`config.mk`:
```
export PLATFORM = sky130hd
export DESIGN_NAME = bbl_insn_decoder
export DESIGN_NICKNAME = d
export VERILOG_FILES = /design/src/bbl_pkg.sv /design/src/bbl_insn_decoder.sv
export VERILOG_INCLUDE_DIRS = /design/src /design/src/src
export SDC_FILE = /design/constraint.sdc
export NUM_CORES = 1
export LEC_CHECK = 0
export ABC_CLOCK_PERIOD_IN_PS = 4900
export BUFFER_PORTS_ARGS = -buffer_cell sky130_fd_sc_hd__buf_2
export CAP_MARGIN = 15
export CORE_MARGIN = 1
export CORE_UTILIZATION = 40
export DETAILED_ROUTE_END_ITERATION = 10
export GPL_ROUTABILITY_DRIVEN = 0
export MAX_ROUTING_LAYER = met4
export PLACE_DENSITY = 0.63
export SLEW_MARGIN = 5
export SYNTH_ARGS = -nofsm -noshare
export SYNTH_HDL_FRONTEND = slang
export SYNTH_SLANG_ARGS = --single-unit
```
`constraint.sdc`:
```
create_clock -name clk -period 4.9 [get_ports clk]
set_clock_uncertainty 0.2 [all_clocks]
set_input_delay 0.245 -clock clk [delete_from_list [all_inputs] [get_ports clk]]
set_output_delay 0.245 -clock clk [all_outputs]
set_load 0.005 [all_outputs]
```
`src/bbl_params.svh`:
```
// constants of the byte/bit/literal instruction decoder
// assumes inclusion by bare name from the decoder
`ifndef BBL_PARAMS_SVH
`define BBL_PARAMS_SVH

// instruction classes, top two bits of the word
`define BBL_CLS_BYTE 2'h0
`define BBL_CLS_BIT 2'h1
`define BBL_CLS_JUMP 2'h2
`define BBL_CLS_LIT 2'h3

// byte-oriented opcodes, bits 11:8
`define BBL_OP_STORE 4'h0
`define BBL_OP_CLEAR 4'h1
`define BBL_OP_SUBWF 4'h2
`define BBL_OP_DECF 4'h3
`define BBL_OP_IORWF 4'h4
`define BBL_OP_ANDWF 4'h5
`define BBL_OP_XORWF 4'h6
`define BBL_OP_ADDACC 4'h7
`define BBL_OP_MOVE 4'h8
`define BBL_OP_COMF 4'h9
`define BBL_OP_INCF 4'hA
`define BBL_OP_DECSKIP 4'hB
`define BBL_OP_ROTR 4'hC
`define BBL_OP_ROTL 4'hD
`define BBL_OP_SWAPF 4'hE
`define BBL_OP_INCSKIP 4'hF

// bit-oriented opcodes, bits 11:10
`define BBL_BOP_CLR 2'h0
`define BBL_BOP_SET 2'h1
`define BBL_BOP_SKIPCLR 2'h2
`define BBL_BOP_SKIPSET 2'h3

// control words, low byte with bits 13:8 all zero
`define BBL_CW_RETURN 8'h08
`define BBL_CW_RETINT 8'h09
`define BBL_CW_STANDBY 8'h63
`define BBL_CW_WDTCLR 8'h64

// literal opcodes, bits 11:8 (casez patterns)
`define BBL_LOP_MOVE 4'b00??
`define BBL_LOP_RET 4'b01??
`define BBL_LOP_OR 4'b1000
`define BBL_LOP_AND 4'b1001
`define BBL_LOP_XOR 4'b1010
`define BBL_LOP_SUB 4'b110?
`define BBL_LOP_ADD 4'b111?

// special file addresses
`define BBL_ADDR_TIMER 7'h01
`define BBL_ADDR_PORT 7'h05

// software register port
`define BBL_REG_CTRL 2'h0
`define BBL_REG_STATUS 2'h1
`define BBL_REG_ACC 2'h2
`define BBL_CTRL_RST 1'h1
`define BBL_ACC_RST 8'h00
`define BBL_ST_C 0
`define BBL_ST_HC 1
`define BBL_ST_Z 2
`define BBL_ST_STBY 3

`endif

```
`src/bbl_pkg.sv`:
```
// types used by the instruction decoder; its bench does not use them
// assumes bbl_params.svh is on the include path
package bbl_pkg;

    typedef enum logic [2:0] {
        st_exec = 3'b001,
        st_flush = 3'b010,
        st_standby = 3'b100
    } bbl_state_e;

    typedef struct packed {
        logic wr_acc;
        logic wr_file;
        logic upd_z;
        logic upd_c;
        logic skip;
        logic jump;
        logic push;
        logic pop;
        logic int_en;
        logic sleep;
        logic wdt_clr;
    } bbl_ctl_s;

endpackage
```
`src/bbl_insn_decoder.sv`:
```
// decoder and executor for 14-bit byte, bit, literal and control words
// assumes an external program sequencer and file register space; file
// reads are combinational on file_raddr, writes land one cycle later
//
// Notes on behaviour
// [RL1] byte ops: d=0 writes accumulator, d=1 writes the file register
// [RL2] file address is 7 bits (0..127), bit select is 3 bits (0..7)
// [RL3] bit set forces the chosen bit to one, flags untouched
// [RL4] skip-if-clear: bit zero discards next word, two cycles
// [RL5] skip-if-set: bit one discards next word, opcode bits 11
// [RL6] jumps, returns and true skips take two cycles, second a no-op
// [RL7] reading the port address uses pin levels, not the latch
// [RL8] writing the timer count clears the prescaler when assigned there
// [RL9] add literal: acc plus k into acc, updates C, half carry, Z
// [RL10] and literal: acc and k into acc, only Z changes
// [RL11] move file copies to destination and sets Z from the value
// [RL12] move literal loads acc, flags untouched
// [RL13] store acc to file in one cycle, flags untouched
// [RL14] decrement/increment skip on zero, flags untouched, 1011/1111
// [RL15] rotates go through carry, only C changes, 1101/1100
// [RL16] subtract from literal: k minus acc into acc, C, half carry, Z
// [RL17] xor literal: acc xor k into acc, only Z changes
// [RL18] or literal: acc or k into acc, only Z changes
// [RL19] return with literal loads acc, returns, two cycles
// [RL20] standby word 00 0000 0110 0011 enters standby next cycle
// [RL21] Z on zero result, C out of bit 7, half carry out of bit 3
// [RL22] classes by top bits: 00 byte, 01 bit, 10 jump, 11 literal
`timescale 1ns/10ps
`default_nettype none
`include "bbl_params.svh"

module bbl_insn_decoder #(
    parameter int unsigned IW = 14,
    parameter int unsigned DW = 8,
    parameter int unsigned AW = 7
) (
    input wire logic clk,
    input wire logic sys_rst,
    input wire logic [IW-1:0] insn_word,
    input wire logic insn_valid,
    output logic insn_discard,
    output logic [AW-1:0] file_raddr,
    input wire logic [DW-1:0] file_rdata,
    input wire logic [DW-1:0] pin_levels,
    input wire logic prescaler_to_timer,
    input wire logic wake,
    output logic file_we_r,
    output logic [AW-1:0] file_waddr_r,
    output logic [DW-1:0] file_wdata_r,
    output logic prescaler_clr_r,
    output logic pc_load_r,
    output logic [10:0] pc_target_r,
    output logic stack_push_r,
    output logic stack_pop_r,
    output logic int_enable_set_r,
    output logic wdt_clear_r,
    output logic standby,
    input wire logic [1:0] reg_addr,
    input wire logic [7:0] reg_wdata,
    input wire logic reg_wr,
    input wire logic reg_rd,
    output logic [7:0] reg_rdata_r
);

    ////////////////////////////////////////////////////////////////////
    // fields of the word

    logic [1:0] cls;
    logic [3:0] bop;
    logic [1:0] bitop;
    logic dsel;
    logic [AW-1:0] faddr;
    logic [2:0] bsel;
    logic [DW-1:0] lit;

    assign cls = insn_word[13:12]; // RL22
    assign bop = insn_word[11:8];
    assign bitop = insn_word[11:10];
    assign dsel = insn_word[7];
    assign faddr = insn_word[6:0]; // RL2
    assign bsel = insn_word[9:7]; // RL2
    assign lit = insn_word[7:0];
    assign file_raddr = faddr;

    ////////////////////////////////////////////////////////////////////
    // state

    bbl_pkg::bbl_state_e state_r;
    logic [DW-1:0] acc_r;
    logic c_r;
    logic hc_r;
    logic z_r;
    logic run_r;
    logic exec;

    assign exec = insn_valid && run_r && (state_r == bbl_pkg::st_exec);
    assign insn_discard = (state_r == bbl_pkg::st_flush); // RL6
    assign standby = (state_r == bbl_pkg::st_standby);

    ////////////////////////////////////////////////////////////////////
    // operand source

    logic [DW-1:0] src;

    // forward the pending write, the file space lands it one cycle late
    always_comb begin
        if (faddr == `BBL_ADDR_PORT) begin
            src = pin_levels; // RL7
        end else if (file_we_r && file_waddr_r == faddr) begin
            src = file_wdata_r;
        end else begin
            src = file_rdata;
        end
    end

    ////////////////////////////////////////////////////////////////////
    // adder shared by byte and literal add/subtract

    logic [DW-1:0] opnd;
    logic [8:0] add_s;
    logic [4:0] add_h;
    logic [8:0] sub_s;
    logic [4:0] sub_h;

    assign opnd = (cls == `BBL_CLS_LIT) ? lit : src;
    assign add_s = {1'b0, acc_r} + {1'b0, opnd}; // RL21
    assign add_h = {1'b0, acc_r[3:0]} + {1'b0, opnd[3:0]}; // RL21
    // carry out means no borrow
    assign sub_s = {1'b0, opnd} + {1'b0, ~acc_r} + 9'h001; // RL21
    assign sub_h = {1'b0, opnd[3:0]} + {1'b0, ~acc_r[3:0]} + 5'h01;

    ////////////////////////////////////////////////////////////////////
    // decode

    bbl_pkg::bbl_ctl_s ctl;
    logic [DW-1:0] res;
    logic c_n;
    logic hc_n;
    logic [DW-1:0] mask;
    logic dest;

    assign mask = 8'h01 << bsel;

    always_comb begin
        ctl = '0;
        res = acc_r;
        c_n = c_r;
        hc_n = hc_r;
        dest = 1'b0;
        case (cls)
            `BBL_CLS_BYTE: begin
                dest = 1'b1;
                case (bop)
                    `BBL_OP_STORE: begin
                        dest = 1'b0;
                        if (dsel) begin
                            ctl.wr_file = 1'b1; // RL13
                        end else begin
                            case (lit)
                                `BBL_CW_RETURN: begin
                                    ctl.pop = 1'b1;
                                end
                                `BBL_CW_RETINT: begin
                                    ctl.pop = 1'b1;
                                    ctl.int_en = 1'b1;
                                end
                                `BBL_CW_STANDBY: begin
                                    ctl.sleep = 1'b1; // RL20
                                end
                                `BBL_CW_WDTCLR: begin
                                    ctl.wdt_clr = 1'b1;
                                end
                                default: begin
                                end
                            endcase
                        end
                    end
                    `BBL_OP_CLEAR: begin
                        res = 8'h00;
                        ctl.upd_z = 1'b1;
                    end
                    `BBL_OP_SUBWF: begin
                        res = sub_s[7:0];
                        c_n = sub_s[8];
                        hc_n = sub_h[4];
                        ctl.upd_z = 1'b1;
                        ctl.upd_c = 1'b1;
                    end
                    `BBL_OP_DECF: begin
                        res = src - 8'h01;
                        ctl.upd_z = 1'b1;
                    end
                    `BBL_OP_IORWF: begin
                        res = acc_r | src;
                        ctl.upd_z = 1'b1;
                    end
                    `BBL_OP_ANDWF: begin
                        res = acc_r & src;
                        ctl.upd_z = 1'b1;
                    end
                    `BBL_OP_XORWF: begin
                        res = acc_r ^ src;
                        ctl.upd_z = 1'b1;
                    end
                    `BBL_OP_ADDACC: begin
                        res = add_s[7:0];
                        c_n = add_s[8];
                        hc_n = add_h[4];
                        ctl.upd_z = 1'b1;
                        ctl.upd_c = 1'b1;
                    end
                    `BBL_OP_MOVE: begin
                        res = src;
                        ctl.upd_z = 1'b1; // RL11
                    end
                    `BBL_OP_COMF: begin
                        res = ~src;
                        ctl.upd_z = 1'b1;
                    end
                    `BBL_OP_INCF: begin
                        res = src + 8'h01;
                        ctl.upd_z = 1'b1;
                    end
                    `BBL_OP_DECSKIP: begin
                        res = src - 8'h01;
                        ctl.skip = (res == 8'h00); // RL14
                    end
                    `BBL_OP_INCSKIP: begin
                        res = src + 8'h01;
                        ctl.skip = (res == 8'h00); // RL14
                    end
                    `BBL_OP_ROTR: begin
                        res = {c_r, src[7:1]};
                        c_n = src[0]; // RL15
                        hc_n = hc_r;
                        ctl.upd_c = 1'b1;
                    end
                    `BBL_OP_ROTL: begin
                        res = {src[6:0], c_r};
                        c_n = src[7]; // RL15
                        hc_n = hc_r;
                        ctl.upd_c = 1'b1;
                    end
                    `BBL_OP_SWAPF: begin
                        res = {src[3:0], src[7:4]};
                    end
                    default: begin
                    end
                endcase
                if (dest) begin
                    ctl.wr_file = dsel; // RL1
                    ctl.wr_acc = !dsel; // RL1
                end
            end
            `BBL_CLS_BIT: begin
                res = src;
                case (bitop)
                    `BBL_BOP_CLR: begin
                        res = src & ~mask;
                        ctl.wr_file = 1'b1;
                    end
                    `BBL_BOP_SET: begin
                        res = src | mask; // RL3
                        ctl.wr_file = 1'b1;
                    end
                    `BBL_BOP_SKIPCLR: begin
                        ctl.skip = !src[bsel]; // RL4
                    end
                    `BBL_BOP_SKIPSET: begin
                        ctl.skip = src[bsel]; // RL5
                    end
                    default: begin
                    end
                endcase
            end
            `BBL_CLS_JUMP: begin
                ctl.jump = 1'b1; // RL6
                ctl.push = !insn_word[11];
            end
            `BBL_CLS_LIT: begin
                ctl.wr_acc = 1'b1;
                ctl.upd_z = 1'b1;
                casez (bop)
                    `BBL_LOP_MOVE: begin
                        res = lit;
                        ctl.upd_z = 1'b0; // RL12
                    end
                    `BBL_LOP_RET: begin
                        res = lit;
                        ctl.upd_z = 1'b0;
                        ctl.pop = 1'b1; // RL19
                    end
                    `BBL_LOP_OR: begin
                        res = acc_r | lit; // RL18
                    end
                    `BBL_LOP_AND: begin
                        res = acc_r & lit; // RL10
                    end
                    `BBL_LOP_XOR: begin
                        res = acc_r ^ lit; // RL17
                    end
                    `BBL_LOP_SUB: begin
                        res = sub_s[7:0]; // RL16
                        c_n = sub_s[8];
                        hc_n = sub_h[4];
                        ctl.upd_c = 1'b1;
                    end
                    `BBL_LOP_ADD: begin
                        res = add_s[7:0]; // RL9
                        c_n = add_s[8];
                        hc_n = add_h[4];
                        ctl.upd_c = 1'b1;
                    end
                    default: begin
                    end
                endcase
            end
            default: begin
            end
        endcase
    end

    ////////////////////////////////////////////////////////////////////
    // sequencing

    always_ff @(posedge clk or posedge sys_rst) begin
        if (sys_rst) begin
            state_r <= bbl_pkg::st_exec;
        end else begin
            case (state_r)
                bbl_pkg::st_exec: begin
                    if (exec && ctl.sleep) begin
                        state_r <= bbl_pkg::st_standby; // RL20
                    end else if (exec &&
                                 (ctl.skip || ctl.jump || ctl.pop)) begin
                        state_r <= bbl_pkg::st_flush; // RL6
                    end
                end
                bbl_pkg::st_flush: begin
                    state_r <= bbl_pkg::st_exec;
                end
                bbl_pkg::st_standby: begin
                    if (wake) begin
                        state_r <= bbl_pkg::st_exec;
                    end
                end
                default: begin
                    state_r <= bbl_pkg::st_exec;
                end
            endcase
        end
    end

    ////////////////////////////////////////////////////////////////////
    // accumulator and flags

    always_ff @(posedge clk or posedge sys_rst) begin
        if (sys_rst) begin
            acc_r <= `BBL_ACC_RST;
        end else if (exec && ctl.wr_acc) begin
            acc_r <= res; // RL1
        end
    end

    always_ff @(posedge clk or posedge sys_rst) begin
        if (sys_rst) begin
            c_r <= 1'b0;
            hc_r <= 1'b0;
            z_r <= 1'b0;
        end else if (exec) begin
            if (ctl.upd_z) begin
                z_r <= (res == 8'h00); // RL21
            end
            if (ctl.upd_c) begin
                c_r <= c_n; // RL21
                hc_r <= hc_n;
            end
        end
    end

    ////////////////////////////////////////////////////////////////////
    // file write and side effects

    always_ff @(posedge clk or posedge sys_rst) begin
        if (sys_rst) begin
            file_we_r <= 1'b0;
            file_waddr_r <= '0;
            file_wdata_r <= '0;
            prescaler_clr_r <= 1'b0;
        end else begin
            file_we_r <= exec && ctl.wr_file; // RL1
            if (exec && ctl.wr_file) begin
                file_waddr_r <= faddr;
                file_wdata_r <= res;
            end
            prescaler_clr_r <= exec && ctl.wr_file &&
                (faddr == `BBL_ADDR_TIMER) && prescaler_to_timer; // RL8
        end
    end

    always_ff @(posedge clk or posedge sys_rst) begin
        if (sys_rst) begin
            pc_load_r <= 1'b0;
            pc_target_r <= '0;
            stack_push_r <= 1'b0;
            stack_pop_r <= 1'b0;
            int_enable_set_r <= 1'b0;
            wdt_clear_r <= 1'b0;
        end else begin
            pc_load_r <= exec && ctl.jump; // RL6
            if (exec && ctl.jump) begin
                pc_target_r <= insn_word[10:0];
            end
            stack_push_r <= exec && ctl.push;
            stack_pop_r <= exec && ctl.pop; // RL19
            int_enable_set_r <= exec && ctl.int_en;
            wdt_clear_r <= exec && ctl.wdt_clr;
        end
    end

    ////////////////////////////////////////////////////////////////////
    // software register port

    always_ff @(posedge clk or posedge sys_rst) begin
        if (sys_rst) begin
            run_r <= `BBL_CTRL_RST;
        end else if (reg_wr && reg_addr == `BBL_REG_CTRL) begin
            run_r <= reg_wdata[0];
        end
    end

    always_ff @(posedge clk or posedge sys_rst) begin
        if (sys_rst) begin
            reg_rdata_r <= 8'h00;
        end else if (reg_rd) begin
            case (reg_addr)
                `BBL_REG_CTRL: reg_rdata_r <= {7'h00, run_r};
                `BBL_REG_STATUS:
                    reg_rdata_r <= {4'h0, standby, z_r, hc_r, c_r};
                `BBL_REG_ACC: reg_rdata_r <= acc_r;
                default: reg_rdata_r <= 8'h00;
            endcase
        end else begin
            reg_rdata_r <= 8'h00;
        end
    end

    logic is_byte_dest;
    assign is_byte_dest = exec && cls == `BBL_CLS_BYTE && dest;
endmodule

`default_nettype wire

```
==> flow_metrics.py, run 1 <==
metrics = {
    "status": {
        "status": "completed",
    },
    "grt": {
        "overflow": 0,
        "grt_max_degree": 57,
        "antenna_found_initial": 0,
        "grt_pass1_wl_um": 38400,
        "grt_pass1_vias": 6650,
        "grt_usage_pct": 32.1,
    },
    "clock_network": {
        "clk_path_buf_depth": 2,
        "cts_buffers": 5,
        "tritoncts": "done",
        "cts.sinks": 56,
        "h-tree-depth": 2,
        "cts_root_buf": "clkbuf_16",
        "clk_pin_slew_ns": 0.08,
        "clk_latency_ns": 0.31,
    },
    "logic_synthesis": {
        "synthesis.nets": 947,
        "syn-cell-area_sq_mm": 0.00631,
        "synth_compound_area_share_pct": 27.8,
        "syn_avg_cell_area_sq_um": 7.51,
        "yosys.area.top_type": "dfrtp_1",
        "synth_xor_area_share_pct": 3.31,
        "synth_edf_count": 0,
        "synth_seq_cells": 56,
        "ys.flop_type": "dfrtp_1",
        "yosys.cell_types.count": 75,
        "synthSimpleGateAreaFrac_pct": 22.9,
        "synth.area.mux_share_pct": 4.20,
        "synth_top_family_by_area": "compound AO/OA/AOI/OAI gates",
        "synth_commonest_cells": "107 x nand2_1, 88 x o21ai_0, 58 x ha_1",
        "yosys_warnings": 0,
        "async_flop_share_pct": 100,
        "ys_top_cells_by_area": "dfrtp_1 21%, ha_1 11%, o21ai_0 7.0%, nand2_1 6.4%, a21oi_1 3.6%",
        "synth-adder-area-share_pct": 12.1,
        "synth_top_area_share_pct": 21.4,
        "synth_cells": 840,
        "seq_area_frac_synth_pct": 22.2,
        "yosysMostFrequentCell": "nand2_1",
    },
    "worst_hold_path": {
        "min_to": "reg_rdata_r[1]",
        "hold_path_class": "in -> reg",
        "hold_start": "reg_rd",
        "holdPathStages": 2,
    },
    "die": {
        "die_h_um": 128,
        "die_w_um": 128,
        "die_area_sq_mm": 0.0163,
        "start_util_pct": 41.2,
        "coreArea_sq_mm": 0.0153,
        "pin_count": 97,
        "num_rows": 45,
    },
    "critical_path": {
        "crit_type": "reg -> reg",
        "reg2reg_slack_ns": 0.08,
        "critPathMostFrequentCell": "buf_4",
        "crit_path_end_kind": "flip-flop",
        "required_ns": 4.91,
        "crit_chain": "xnor2_1, nand4_1, buf_4, o21ai_1, a21oi_1, mux2_2, ha_2, o21a_1, a311o_1, xor2_1, a221oi_2, o311ai_1, a2111oi_2, buf_4, a31oi_1, a31o_1, o41ai_2",
        "startpoint_type": "flip-flop",
        "critical-path-max-stage-delay_ns": 0.42,
        "ff2ff_path_depth": 17,
        "r2r-end": "z_r",
        "cp_max_fo": 7,
        "cp_slowest_cell": "a2111oi_2",
        "arrival_ns": 4.83,
        "r2r_start": "file_waddr_r[3]",
        "worst-path-buf-inv": 2,
        "crit_family": "compound AO/OA/AOI/OAI gates",
    },
    "sta": {
        "finalCritPeriodShare_pct": 98.3,
        "period_needed_ns": 4.82,
        "slew-limit-headroom_pct": 28.0,
        "tightest_slew_ns": 1.07,
        "max_freq_mhz": 208,
        "hold_violations": 0,
        "setup_viol": 0,
        "grt_setup_unrepaired": "true",
        "slew_viol_final": 0,
    },
    "placement": {
        "port_buffers": 89,
        "place_area_sq_mm": 0.00736,
        "hpwl_um": 19200,
    },
    "final_layout": {
        "multi_input_area_sq_mm": 0.00452,
        "stdcell_area_sq_mm": 0.00764,
        "syn_to_final_growth_pct": 21.1,
        "fillers": 1549,
        "seqCellArea_sq_mm": 0.00140,
        "drive_gt1_share_pct": 23.2,
        "diodes": 0,
        "nets": 1071,
    },
    "routing": {
        "wire_per_inst_um": 21.4,
        "drt_iter0_markers": 940,
        "drt_wl_total_um": 25200,
        "viasPerCell": 6.10,
        "drt_first_pass_iters": 6,
        "ant_nets": 0,
        "drc": 0,
        "num_vias": 7179,
    },
    "power_and_ir_drop": {
        "cellPowerDensity_mw_per_mm2": 331,
        "p_leak_uw": 0.00355,
        "power.total_uw": 2530,
        "peakVddDrop_v": 0.000131,
    },
    "run": {
        "maxCapViolCount": 0,
    },
}
state kept, by name (all words and copies together) (netlist names), 3 cells and up:
signal        cells
file_waddr_r      7
file_wdata_r      8
reg_rdata_r       8
pc_target_r      11
state_r           3
acc_r             8
worst reg2reg max path, delay by kind of cell (launching register included):
family,cells,cell delay (ns)
adders and majority gates,1,0.31
xor gates and xnor gates,2,0.39
and+or+nand+nor,1,0.26
muxes,1,0.33
buffers and inverters,2,0.41
DFF,1,0.39
AOI/OAI and AO/OA,10,2.41
power breakdown:
group	leakage [uW]	internal (uW)	total [uW]	switching, uW
clock network	0.0000701	205	385	181
logic	0.00275	626	1440	815
registers	0.000733	585	707	122
area by class of cell:
| cell class | count | share of cell area, % |
|---|---|---|
| timing repair buffer | 179 | 14.8 |
| multi-input combinational | 677 | 59.2 |
| clock inverter | 1 | 0.0982 |
| tap | 211 | 3.45 |
| inverter | 45 | 2.21 |
| clock buffer | 7 | 1.87 |
| sequential | 56 | 18.4 |
worst max path at each step:
stage / startpoint / end / depth (start not counted)
after floorplan: file_waddr_r[3] / z_r / 18
after global placement: insn_word[5] / z_r / 21
after detailed placement: insn_word[1] / z_r / 21
after CTS: file_waddr_r[1] / z_r / 20
after global routing: file_waddr_r[1] / z_r / 19
final: file_waddr_r[3] / z_r / 17
logic make-up after synthesis:
kind of cell	count (synthesis)
fa+ha+maj	60
mux	25
buf+inv	107
simple gates	299
flops	56
xor+xnor	23
compound gates	270
routing by layer:
layer	vias up	GRT usage, %	routed length, um
met5	-	-	0
met4	0	15.6	1370
met2	468	48.0	10800
li1	3307	-	-
met1	3300	41.6	10500
met3	104	5.86	2530
placed cells by master, fill, tap and decap left out, types with 4 or more instances in the layout:
cell and instances:
a211oi_1 4, dlygate4sd3_1 4, a31oi_1 18, inv_1 40, nor4_1 8, xnor2_1 15
nand2b_1 12, o21ai_0 82, buf_4 86, mux2_2 12, and2_1 5, ha_1 57
mux2i_1 13, and3_1 20, nor2b_1 19, inv_2 5, dfrtp_1 54, o211ai_1 8
o221ai_1 5, nor2_1 54, xor2_1 5, buf_2 89, o21ai_1 10, a221oi_1 11
a221o_1 4, nand3_1 28, nand4_1 8, nor3_1 18, a21o_1 6, a21oi_1 44
clkbuf_16 5, o22ai_1 12, nand2_1 107, a22oi_1 13
through the flow:
step	hold WS [ns]	TNS [ns]	cells	worst slack (ns)	utilization, %
2_1_floorplan	0.117	0	840	0.151	-
3_3_place_gp	0.253	-0.440	1163	-0.215	48.1
3_5_place_dp	0.257	-0.507	1163	-0.228	48.1
4_1_cts	0.0455	0	1175	0.0249	49.4
5_1_grt	0.0507	-0.0123	1176	-0.0123	49.9
6_report	0.0461	0	1176	0.0811	49.9
timing repair:
item	CTS	global route
hold buffers	4	0
endpoints found under the hold margin	57	0
setup endpoints to repair	4	7
resized for setup	6	18
buffers inserted	0	1
cloned	0	0
pin swaps	0	9
(Power assumes the default switching activity.)
==> run 2, diff against run 1 <==
--- a/config.mk
+++ b/config.mk
@@ -10,11 +10,11 @@
 export BUFFER_PORTS_ARGS = -buffer_cell sky130_fd_sc_hd__buf_2
 export CAP_MARGIN = 15
 export CORE_MARGIN = 1
-export CORE_UTILIZATION = 40
+export CORE_UTILIZATION = 50
 export DETAILED_ROUTE_END_ITERATION = 10
 export GPL_ROUTABILITY_DRIVEN = 0
 export MAX_ROUTING_LAYER = met4
-export PLACE_DENSITY = 0.63
+export PLACE_DENSITY = 0.75
 export SLEW_MARGIN = 5
 export SYNTH_ARGS = -nofsm -noshare
 export SYNTH_HDL_FRONTEND = slang
==> run 2 against run 1 <==
Via count up 1.9%. Utilization rose by 12 points. Critical endpoint unchanged. Non-clock buffer count fell by 11. Cell area is 1.2% lower. Largest power group unchanged. Critical path type unchanged.
==> flow_metrics.py, run 2 (synthesized netlist as in run 1, its figures left out) <==
metrics = {
    "final_layout": {
        "largest_reg_flops": 11,
        "fin_util_pct": 62.1,
        "layout_commonest_cell": "nand2_1",
        "stdcell_area_sq_mm": 0.00755,
        "drive_gt1_share_pct": 23.1,
        "syn_to_final_growth_pct": 19.6,
        "final_cell_mix": "107 x nand2_1, 89 x buf_2, 83 x o21ai_0",
        "nets": 1060,
        "diodes": 0,
        "regMostFlops": "pc_target_r",
    },
    "power_and_ir_drop": {
        "p_leak_uw": 0.00351,
        "peakVddDrop_v": 0.000205,
        "power.total_uw": 2520,
        "cellPowerDensity_mw_per_mm2": 333,
    },
    "worst_hold_path": {
        "hold_start": "reg_rd",
        "holdPathStages": 2,
        "hold_path_class": "in -> reg",
        "min_to": "reg_rdata_r[1]",
    },
    "routing": {
        "met1_length_um": 9400,
        "drc": 0,
        "wire_per_inst_um": 21.4,
        "drt_iter0_markers": 1111,
        "num_vias": 7314,
        "viasPerCell": 6.52,
        "ant_nets": 0,
        "met3_wirelength_um": 3040,
        "wl_met2_um": 10000,
        "drt_first_pass_iters": 6,
        "dr.max_layer_used": "met4",
        "drt_wl_total_um": 24000,
    },
    "clock_network": {
        "clk_path_buf_depth": 2,
        "clk_pin_slew_ns": 0.07,
        "tritoncts": "done",
        "cts_root_buf": "clkbuf_16",
        "clk_latency_ns": 0.30,
        "cts_buffers": 5,
        "cts.sinks": 56,
        "h-tree-depth": 2,
    },
    "sta": {
        "setup_tns_ns": 0,
        "max_freq_mhz": 213,
        "hold_violations": 0,
        "setup_viol": 0,
        "slew_viol_final": 0,
        "grt_setup_unrepaired": "false",
        "finalCritPeriodShare_pct": 95.7,
        "tightest_slew_ns": 0.978,
        "slew-limit-headroom_pct": 34.4,
        "period_needed_ns": 4.69,
    },
    "die": {
        "pin_count": 97,
        "die_h_um": 114,
        "die_area_sq_mm": 0.0131,
        "num_rows": 40,
        "die_w_um": 114,
        "start_util_pct": 51.9,
        "coreArea_sq_mm": 0.0122,
    },
    "placement": {
        "hpwl_um": 17900,
        "port_buffers": 89,
        "place_area_sq_mm": 0.00721,
    },
    "critical_path": {
        "required_ns": 4.90,
        "arrival_ns": 4.69,
        "cp_slowest_cell": "dfrtp_1",
        "startpoint_type": "flip-flop",
        "critPathMostFrequentCell": "buf_4",
        "r2r_start": "file_waddr_r[1]",
        "crit_type": "reg -> reg",
        "crit_path_end_kind": "flip-flop",
        "crit_chain": "xnor2_1, buf_4, and4_4, a31o_1, o22a_1, inv_2, o21ai_0, buf_4, ha_1, buf_4, a21oi_1, nor2b_1, a311o_1, buf_4, a221oi_1, xor2_1, o211ai_1, a21oi_1, a31oi_1, o21a_1, o41ai_2",
        "crit_start": "file_waddr_r[1]",
        "r2r-end": "z_r",
        "cp_max_fo": 5,
        "critical-path-max-stage-delay_ns": 0.39,
        "reg2reg_slack_ns": 0.21,
        "ff2ff_path_depth": 21,
    },
    "grt": {
        "grt_usage_pct": 37.8,
        "overflow": 0,
        "grt_pass1_wl_um": 36400,
        "grt_max_degree": 57,
        "antenna_found_initial": 0,
        "grt_pass1_vias": 6717,
    },
    "run": {
        "maxCapViolCount": 0,
    },
    "status": {
        "status": "completed",
    },
}
-- run 2: cell count changes in the layout (fill, tap and decap cells not counted), sizes merged --
cell  previous run  this run
buf            175       164
-- run 2: cell type report --
| class | count | area, sq um |
|---|---|---|
| inverters | 45 | 169 |
| fillers | 1103 | 4610 |
| multi-input cells | 677 | 4570 |
| clock inverters | 1 | 7.51 |
| flip-flops and latches | 56 | 1400 |
| clock buffers | 7 | 143 |
| repair buffers | 168 | 1050 |
| well taps | 168 | 210 |
-- run 2: critical path, delay by kind of cell (launching register included) --
| family | cells | cell delay (ns) |
|---|---|---|
| AO/OA/AOI/OAI | 11 | 2.39 |
| XOR/XNOR | 2 | 0.34 |
| adder cells (fa/ha/maj) | 1 | 0.31 |
| buffers and inverters | 5 | 0.71 |
| flip-flops | 1 | 0.39 |
| AND/OR/NAND/NOR | 2 | 0.26 |
-- run 2: worst max path at each step --
stage                     depth (start not counted)  end
after CTS                                        20  z_r
after detailed placement                         23  z_r
after global placement                           20  z_r
after global routing                             22  z_r
after floorplan                                  18  z_r
final                                            21  z_r
-- run 2: metal layers --
layer / track usage, % / up-vias
li1: - / 3277
met1: 47.1 / 3332
met2: 55.7 / 567
met3: 10.1 / 138
met4: 20.1 / 0
met5: - / -
-- run 2: metrics by stage --
| step | worst slack (ns) | cells | hold WS [ns] |
|---|---|---|---|
| 2_1_floorplan | 0.151 | 840 | 0.117 |
| 3_3_place_gp | -0.166 | 1107 | 0.252 |
| 3_5_place_dp | -0.218 | 1107 | 0.266 |
| 4_1_cts | 0.00694 | 1119 | 0.0553 |
| 5_1_grt | 0.0474 | 1122 | 0.0574 |
| 6_report | 0.209 | 1122 | 0.0583 |
-- run 2: power breakdown --
group | switching, uW | internal, uW | total, uW
clock | 160 | 204 | 365
combinational | 820 | 620 | 1440
sequential | 126 | 586 | 712
-- run 2: what timing repair did --
action,in CTS,in global routing
resized for setup,4,26
gates cloned,0,0
setup endpoints to repair,3,6
hold buffers,4,0
pin swaps,0,14
endpoints found under the hold margin,57,0
setup buffers,0,3
